`src/ohpt_cfg.svh`:
```
/*
  Offsets, field positions, reset values and timing counts of the
  overheat pin timer monitor. Assumes a 200 MHz core clock.
*/
`ifndef OHPT_CFG_SVH
`define OHPT_CFG_SVH

// register indices; byte address is four times the index
`define OHPT_R1_CFG 8'h5F
`define OHPT_LOC_CFG 8'h60
`define OHPT_R2_CFG 8'h61
`define OHPT_R1_CRIT 8'h6A
`define OHPT_LOC_CRIT 8'h6B
`define OHPT_R2_CRIT 8'h6C
`define OHPT_STATUS2 8'h42
`define OHPT_MASK2 8'h75
`define OHPT_CFG3 8'h78
`define OHPT_TIMER 8'h79
`define OHPT_LIMIT 8'h7A
`define OHPT_CFG4 8'h7D

// field positions
`define OHPT_ALERT_BIT 0
`define OHPT_EV_EN_BIT 1
`define OHPT_MAX_FAN_OVERRIDE_BIT 2
`define OHPT_ALT_ALERT_BIT 0
`define OHPT_SEL_BIT 1
`define OHPT_F4P_BIT 5
`define OHPT_OUT_EN_BIT 3

// reset value of every register
`define OHPT_REG_RST 8'h00

// timer resolution: 22.76 ms in microseconds, clock period in ns
`define OHPT_TICK_US 22760
`define OHPT_CLK_NS 5
`define OHPT_TICK_CYC (`OHPT_TICK_US * 1000 / `OHPT_CLK_NS)

`endif

```
`src/ohpt_pkg.sv`:
```
/*
  Types of the overheat pin timer monitor.
  Assumes nothing of its surroundings.
*/
`default_nettype none
package ohpt_pkg;
  typedef logic [7:0] ohpt_byte_t;
  // bus slave: request seen, then one answer cycle
  typedef enum logic {OHPT_IDLE, OHPT_ACK} ohpt_bus_e;
endpackage
`default_nettype wire

```
`src/ohpt_monitor.sv`:
```
/*
  Overheat event pin timer and monitor with an Avalon-MM slave.
  Assumes temperatures, monitoring-cycle strobes and fan run state
  come from logic on clk; the pins come from outside and are
  synchronised here. Pins are open drain, resolved outside.
*/
// Chosen here: the Avalon-MM register port.
`include "ohpt_cfg.svh"
`default_nettype none

// What this block does
// - alert-on-alt-pin bit routes the alert to the second alert pin.
// - event function only when enabled; select picks exactly one pin.
// - select clear uses the tach-four pin; set frees it as tach.
// - override bit forces full duty on running fans while event is low.
// - override does nothing for a fan that is stopped.
// - timer runs while asserted, pauses otherwise, accumulates.
// - eight-bit timer saturates at full scale until cleared.
// - reading the timer returns it, then clears it.
// - bit 0 on first assertion; from two ticks on it counts ticks.
// - read during assertion clears, sets bit 0, counts from zero.
// - such a read with limit zero sets the event flag again.
// - timer above limit sets status bit 5 and raises the alert.
// - limit zero alerts at first assertion; one after two ticks.
// - mask bit 5 suppresses the alert but not the flag.
// - event pin drive decisions change only once per monitoring cycle.
// - three critical limits and three channel enable bits.
// - flags stay set until condition ended and status is read.
// - alert stays low while the unmasked condition persists.
module ohpt_monitor
  import ohpt_pkg::*;
#(
  parameter int TICK_CYCLES = `OHPT_TICK_CYC
)
(
  // clock and reset
  input wire logic clk,
  input wire logic nrst,
  // avalon-mm slave
  input wire logic [9:0] avs_address,
  input wire logic avs_read,
  input wire logic avs_write,
  input wire logic [31:0] avs_writedata,
  output logic [31:0] avs_readdata,
  output logic avs_waitrequest,
  // tach-four pin, default event pin
  input wire logic pin14In,
  output logic pin14Out,
  output logic pin14OeN,
  // alternate event pin
  input wire logic pin20In,
  output logic pin20Out,
  output logic pin20OeN,
  // alert pins, open drain
  output logic alert10Out,
  output logic alert10OeN,
  output logic alert22Out,
  output logic alert22OeN,
  // tach path and fan control
  output logic fourthTachInput,
  input wire logic [2:0] fanRunning,
  output logic [2:0] fanFullDuty,
  // temperatures, quarter degree steps, strobed per monitoring cycle
  input wire logic [9:0] remote1Temp,
  input wire logic [9:0] localTemp,
  input wire logic [9:0] remote2Temp,
  input wire logic [2:0] measDone
);

  localparam int TW = $clog2(TICK_CYCLES + 1);
  localparam logic [TW-1:0] TICK_LAST = TW'(TICK_CYCLES - 1);
  ohpt_bus_e busState;
  ohpt_byte_t chanCfg [3];
  ohpt_byte_t critLimit [3];
  ohpt_byte_t mask2, cfg3, cfg4, limit;
  ohpt_byte_t ticks;
  logic seen, eventFlag;
  logic s14a, s14b, s20a, s20b;
  logic [TW-1:0] subCount;
  logic [2:0] hot;
  logic driving;
  logic [2:0] driveHist; // own drive still echoes through pin and sync
  logic evEnable, evSel, evLow, tick, over, alertAct;
  logic ackRd, ackWr, timerRd, statusRd;
  logic [7:0] idx, timerVal, wdat;
  logic [9:0] temps [3];

  // visible timer: bit 0 alone until two ticks are reached
  function automatic logic [7:0] shownTimer(input logic [7:0] t,
                                             input logic s);
    shownTimer = (t < 8'h02 && s) ? 8'h01 : t;
  endfunction

  assign temps[0] = remote1Temp;
  assign temps[1] = localTemp;
  assign temps[2] = remote2Temp;
  assign idx = avs_address[9:2]; // word index, byte lanes ignored
  assign wdat = avs_writedata[7:0];
  assign ackRd = busState == OHPT_ACK && avs_read;
  assign ackWr = busState == OHPT_ACK && avs_write;
  assign timerRd = ackRd && idx == `OHPT_TIMER;
  assign statusRd = ackRd && idx == `OHPT_STATUS2;

  // one wait state on every access
  assign avs_waitrequest = (avs_read || avs_write) &&
                           busState != OHPT_ACK;

  // answer cycle follows the request cycle
  always_ff @(posedge clk or negedge nrst)
  begin
    if (!nrst)
      busState <= OHPT_IDLE;
    else if (busState == OHPT_ACK)
      busState <= OHPT_IDLE;
    else if (avs_read || avs_write)
      busState <= OHPT_ACK;
  end

  // read data captured in the request cycle; unmapped reads zero
  always_ff @(posedge clk or negedge nrst)
  begin
    if (!nrst)
      avs_readdata <= 32'h00000000;
    else if (busState == OHPT_IDLE && avs_read)
    begin
      case (idx)
        `OHPT_R1_CFG: avs_readdata <= {24'h000000, chanCfg[0]};
        `OHPT_LOC_CFG: avs_readdata <= {24'h000000, chanCfg[1]};
        `OHPT_R2_CFG: avs_readdata <= {24'h000000, chanCfg[2]};
        `OHPT_R1_CRIT: avs_readdata <= {24'h000000, critLimit[0]};
        `OHPT_LOC_CRIT: avs_readdata <= {24'h000000, critLimit[1]};
        `OHPT_R2_CRIT: avs_readdata <= {24'h000000, critLimit[2]};
        `OHPT_STATUS2:
          avs_readdata <= {26'h0000000, eventFlag, 5'h00};
        `OHPT_MASK2: avs_readdata <= {24'h000000, mask2};
        `OHPT_CFG3: avs_readdata <= {24'h000000, cfg3};
        `OHPT_TIMER: avs_readdata <= {24'h000000, timerVal};
        `OHPT_LIMIT: avs_readdata <= {24'h000000, limit};
        `OHPT_CFG4: avs_readdata <= {24'h000000, cfg4};
        default: avs_readdata <= 32'h00000000;
      endcase
    end
  end

  // software-written registers, taken in the answer cycle
  always_ff @(posedge clk or negedge nrst)
  begin
    if (!nrst)
    begin
      chanCfg <= '{`OHPT_REG_RST, `OHPT_REG_RST, `OHPT_REG_RST};
      critLimit <= '{`OHPT_REG_RST, `OHPT_REG_RST, `OHPT_REG_RST};
      mask2 <= `OHPT_REG_RST;
      cfg3 <= `OHPT_REG_RST;
      cfg4 <= `OHPT_REG_RST;
      limit <= `OHPT_REG_RST;
    end
    else if (ackWr)
    begin
      case (idx)
        `OHPT_R1_CFG: chanCfg[0] <= wdat;
        `OHPT_LOC_CFG: chanCfg[1] <= wdat;
        `OHPT_R2_CFG: chanCfg[2] <= wdat;
        `OHPT_R1_CRIT: critLimit[0] <= wdat;
        `OHPT_LOC_CRIT: critLimit[1] <= wdat;
        `OHPT_R2_CRIT: critLimit[2] <= wdat;
        `OHPT_MASK2: mask2 <= wdat;
        `OHPT_CFG3: cfg3 <= wdat;
        `OHPT_CFG4: cfg4 <= wdat;
        `OHPT_LIMIT: limit <= wdat;
        default: ;
      endcase
    end
  end

  // pin synchronisers, second stage only is read
  always_ff @(posedge clk or negedge nrst)
  begin
    if (!nrst)
    begin
      s14a <= 1'b1;
      s14b <= 1'b1;
      s20a <= 1'b1;
      s20b <= 1'b1;
    end
    else
    begin
      s14a <= pin14In;
      s14b <= s14a;
      s20a <= pin20In;
      s20b <= s20a;
    end
  end

  // our own pull-down is not counted as an external event
  assign evEnable = cfg3[`OHPT_EV_EN_BIT];
  assign evSel = cfg4[`OHPT_SEL_BIT];
  assign evLow = evEnable && !driving && driveHist == 3'b000 &&
                 (evSel ? !s20b : !s14b);
  assign tick = evLow && subCount == TICK_LAST;
  assign timerVal = shownTimer(ticks, seen);
  assign over = seen && timerVal > limit;
  assign alertAct = eventFlag && !mask2[`OHPT_F4P_BIT];

  // resolution divider, paused while the input is negated
  always_ff @(posedge clk or negedge nrst)
  begin
    if (!nrst)
      subCount <= '0;
    else if (evLow)
      subCount <= tick ? '0 : subCount + TW'(1);
  end

  // accumulated ticks; a read restarts from zero
  always_ff @(posedge clk or negedge nrst)
  begin
    if (!nrst)
    begin
      ticks <= 8'h00;
      seen <= 1'b0;
    end
    else if (timerRd)
    begin
      ticks <= 8'h00;
      seen <= evLow;
    end
    else
    begin
      if (evLow)
        seen <= 1'b1;
      if (tick && ticks != 8'hFF)
        ticks <= ticks + 8'h01;
    end
  end

  // sticky flag: a new exceedance wins over the read clear
  always_ff @(posedge clk or negedge nrst)
  begin
    if (!nrst)
      eventFlag <= 1'b0;
    else if (over)
      eventFlag <= 1'b1;
    else if (statusRd)
      eventFlag <= 1'b0;
  end

  // per-channel hot state, updated once per monitoring cycle
  always_ff @(posedge clk or negedge nrst)
  begin
    if (!nrst)
      hot <= 3'b000;
    else
    begin
      for (int i = 0; i < 3; i++)
      begin
        if (measDone[i])
          hot[i] <= temps[i] > {critLimit[i], 2'b00};
      end
    end
  end

  // pin drivers, registered; enables are active low
  always_ff @(posedge clk or negedge nrst)
  begin
    if (!nrst)
    begin
      driving <= 1'b0;
      driveHist <= 3'b000;
      pin14OeN <= 1'b1;
      pin20OeN <= 1'b1;
      alert10OeN <= 1'b1;
      alert22OeN <= 1'b1;
    end
    else
    begin
      driving <= evEnable && |(hot & {chanCfg[2][`OHPT_OUT_EN_BIT],
                 chanCfg[1][`OHPT_OUT_EN_BIT],
                 chanCfg[0][`OHPT_OUT_EN_BIT]});
      driveHist <= {driveHist[1:0], driving};
      pin14OeN <= !(driving && !evSel);
      pin20OeN <= !(driving && evSel);
      alert10OeN <= !(alertAct && cfg3[`OHPT_ALERT_BIT]);
      alert22OeN <= !(alertAct &&
                      cfg4[`OHPT_ALT_ALERT_BIT]);
    end
  end

  // open drain: level is always low, enable does the work
  assign pin14Out = 1'b0;
  assign pin20Out = 1'b0;
  assign alert10Out = 1'b0;
  assign alert22Out = 1'b0;
  // tach path idles high while the pin carries the event
  always_ff @(posedge clk or negedge nrst)
  begin
    if (!nrst)
      fourthTachInput <= 1'b1;
    else
      fourthTachInput <= (evEnable && !evSel) ? 1'b1 : s14b;
  end
  // full duty only for running fans
  always_ff @(posedge clk or negedge nrst)
  begin
    if (!nrst)
      fanFullDuty <= 3'b000;
    else if (cfg3[`OHPT_MAX_FAN_OVERRIDE_BIT] && evLow)
      fanFullDuty <= fanRunning;
    else
      fanFullDuty <= 3'b000;
  end
endmodule
`default_nettype wire

```
`config.mk`:
```
export PLATFORM = sky130hd
export DESIGN_NAME = ohpt_monitor
export DESIGN_NICKNAME = d
export VERILOG_FILES = /design/src/ohpt_pkg.sv /design/src/ohpt_monitor.sv
export VERILOG_INCLUDE_DIRS = /design/src
export SDC_FILE = /design/constraint.sdc
export NUM_CORES = 1
export LEC_CHECK = 0
export BUFFER_PORTS_ARGS = -buffer_cell sky130_fd_sc_hd__buf_2
export CORE_ASPECT_RATIO = 0.7
export CORE_MARGIN = 2
export CORE_UTILIZATION = 36
export DETAILED_ROUTE_END_ITERATION = 8
export GPL_TIMING_DRIVEN = 0
export SETUP_SLACK_MARGIN = 0.2
export SLEW_MARGIN = 0
export SYNTH_ARGS = -nofsm -noshare
export SYNTH_HDL_FRONTEND = slang
export SYNTH_SLANG_ARGS = --single-unit
```
`constraint.sdc`:
```
create_clock -name clk -period 2.2 [get_ports clk]
set_input_delay 0.11 -clock clk [delete_from_list [all_inputs] [get_ports clk]]
set_output_delay 0.11 -clock clk [all_outputs]
set_load 0.05 [all_outputs]
```
==> results.json <==
{
  "status": "finished clean",
  "post_drt_wl_per_cell_um": 18.57,
  "place_inst": 1126,
  "cts_buffers": 17,
  "cts_max_level": 4,
  "hold_start": "avs_writedata[1]",
  "async_reset_ff_share_pct": 100.0,
  "io_pins": 129,
  "grt_pass1_vias": 5839,
  "gp_congestion": 0.9257,
  "grt_pass1_wl_um": 34340,
  "cts.sinks": 141,
  "drc_errors": 0,
  "area_delta_synth_final_pct": 21.61,
  "crit_family": "simple AND/OR/NAND/NOR gates",
  "maxSlewHeadroom_pct": 39.94,
  "cts_tree": "yes",
  "ys_types": 72,
  "worstSetupEndpointType": "flop",
  "synth_top_area_share_pct": 42.04,
  "hold_path_class": "in -> reg",
  "clk_path_buf_depth": 2,
  "cp-start-kind": "flop",
  "power_density_mw_per_mm2": 689.0,
  "crit_slowest_cell": "or4b_4",
  "p_total_mw": 6.583,
  "holdPathStages": 3,
  "rsz0062_at_grt": "yes",
  "synth_cells": 750,
  "portBuffers": 66,
  "path_max_fanout": 3,
  "final_cells": 1178,
  "routed_wirelength_um": 21870,
  "synthTopCellsByArea": "dfrtp_1, mux2_1, ha_1",
  "max_stage_delay_ns": 0.56,
  "fin_crit_ns": 2.025,
  "insertion_delay_ns": 0.43,
  "die_w_um": 180.6,
  "reg2reg_depth": 5,
  "syn_area_mm2": 0.007856,
  "final_area_mm2": 0.009554,
  "coreArea_mm2": 0.02156,
  "placed_cell_area_mm2": 0.008675,
  "yosysSeqAreaShare_pct": 45.05,
  "tightest_slew_ns": 0.8911,
  "final_max_slew_viol_count": 0,
  "r2r_slack_ns": 0.18,
  "synthFlopType": "dfrtp_1",
  "grt_usage_pct": 19.55,
  "arrival_ns": 2.33,
  "rows": 45,
  "r2r-end": "ticks[6]$_DFFE_PN0P_",
  "hpwl_um": 16180,
  "ir_drop_mv": 0.4234,
  "timing.fmax_mhz": 493.9,
  "vias_per_cell": 5.225,
  "period_share_pct": 92.03,
  "first_pass_iters": 5,
  "drt_iter0_markers": 562,
  "clk_pin_slew_ns": 0.06,
  "synth_edf_count": 0,
  "cp.required_ns": 2.51,
  "leakage_nw": 4.582,
  "antenna_found_initial": 0,
  "ys_ff_latch": 141,
  "path_cells": "or4b_4 -> or4_4 -> nor4_4 -> and4b_1 -> nor3_1",
  "nFillCells": 2029,
  "drv_cap": 0,
  "die_area_mm2": 0.02304,
  "r2r-start": "subCount[15]$_DFFE_PN0P_",
  "fin_tns_setup_ns": 0,
  "fin_skew_ns": 0.01016,
  "hold_viol_final": 0,
  "grt_max_degree": 99,
  "ant_nets": 0,
  "layout-drive-gt1-share_pct": 21.81,
  "overflow": 0,
  "final-setup-viol-count": 0,
  "worstSetupPathType": "reg -> reg",
  "cts-root-buf": "clkbuf_16",
  "synth_most_common_cell": "dfrtp_1",
  "synth_common_cells": "dfrtp_1, mux2_1, nand2_1",
  "vias": 6155,
  "nets": 999,
  "die_y_um": 127.6,
  "start_util_pct": 36.43,
  "worst-path-buf-inv": 0,
  "hold_end": "cfg4[1]$_DFFE_PN0P_",
  "syn_avg_cell_area_um2": 10.48,
  "ys_warn_count": 0,
  "yosysTopAreaCell": "dfrtp_1"
}
worst reg2reg max path: stages (launching register included):
cell and delay [ns]:
dfrtp_1 0.40, or4b_4 0.56, or4_4 0.47, nor4_4 0.20, and4b_1 0.23, nor3_1 0.04
timing repair:
item / 4_1_cts / 5_1_grt
setup buffers: 5 / 2
hold buffers: 11 / 0
pin swaps: 2 / 5
resized for setup: 7 / 16
endpoints found under the setup margin: 34 / 33
hold endpoints to repair: 52 / 0
cell type report:
cell class / count / area (µm²) / share of cell area (%)
flip-flops and latches: 141 / 3542 / 37.07
diodes: 2 / 5.005 / 0.05238
multi-input cells: 528 / 3943 / 41.27
inverters: 37 / 138.9 / 1.454
clock inverters: 15 / 217.7 / 2.279
well taps: 282 / 352.8 / 3.693
repair buffers: 85 / 526.8 / 5.513
clock buffers: 17 / 425.4 / 4.453
plain buffers: 71 / 402.9 / 4.217
power breakdown:
group,total [mW],internal [mW],switching (mW)
registers,2.74,2.67,0.0709
logic,0.705,0.253,0.451
clock network,3.14,1.85,1.29
metal layers:
metal / share of wire, % / global-route usage, %
met1: 52 / 30.73
met4: 0.64 / 3.700
met5: 0 / 0
met3: 9.1 / 7.269
met2: 38 / 25.01
metrics by stage:
step           utilization (%)  hold slack [ns]  worst slack (ns)
3_5_place_dp             40.23          0.06326           -0.1619
2_1_floorplan                -          -0.1856            0.2461
4_1_cts                  44.07          0.06300            0.1691
3_3_place_gp             40.07           0.2155            -1.057
5_1_grt                  44.28          0.08089           0.07022
6_report                 44.31          0.08008            0.1753
worst max-delay path by stage:
stage / start / endpoint / slack, ns / cells past startpoint
after global routing: subCount[15]$_DFFE_PN0P_ / ticks[3]$_DFFE_PN0P_ / 0.07 / 5
after global placement: nrst / limit[7]$_DFFE_PN0P_ / -1.06 / 1
final: subCount[15]$_DFFE_PN0P_ / ticks[6]$_DFFE_PN0P_ / 0.18 / 5
after CTS: subCount[15]$_DFFE_PN0P_ / subCount[6]$_DFFE_PN0P_ / 0.17 / 5
after floorplan: subCount[15]$_DFFE_PN0P_ / ticks[3]$_DFFE_PN0P_ / 0.25 / 5
after detailed placement: avs_address[4] / avs_readdata[7]$_DFFE_PN0P_ / -0.16 / 7
cells by family after synthesis:
kind of cell | share of synthesized area, %
buf+inv | 6.768
compound gates | 10.43
fa+ha+maj | 5.415
flops | 45.06
simple gates | 17.66
mux | 12.72
other cells | 0.04773
xor+xnor | 1.895
cell usage in the layout, fill, tap and decap left out, types with 10 or more instances in the layout:
master	count
conb_1	28
clkbuf_16	17
a21oi_1	21
a22oi_1	10
nand4_1	21
nor2_1	37
mux2_2	13
mux2i_1	10
o21ai_0	10
nand3_1	18
nor2b_1	13
dfrtp_1	130
buf_2	80
nand2_1	51
clkbuf_1	19
inv_1	37
nor3_1	14
o21ai_1	13
dlygate4sd3_1	11
xor2_1	10
and3_1	18
ha_1	34
buf_4	35
mux2_1	65
state kept, by name, summed over array words and instances (netlist names), 3 cells and up:
signal / flops
chanCfg: 24
critLimit: 24
subCount: 23
avs_readdata: 8
cfg3: 8
cfg4: 8
limit: 8
mask2: 8
ticks: 8
driveHist: 3
fanFullDuty: 3
hot: 3
(Power assumes the default switching activity.)
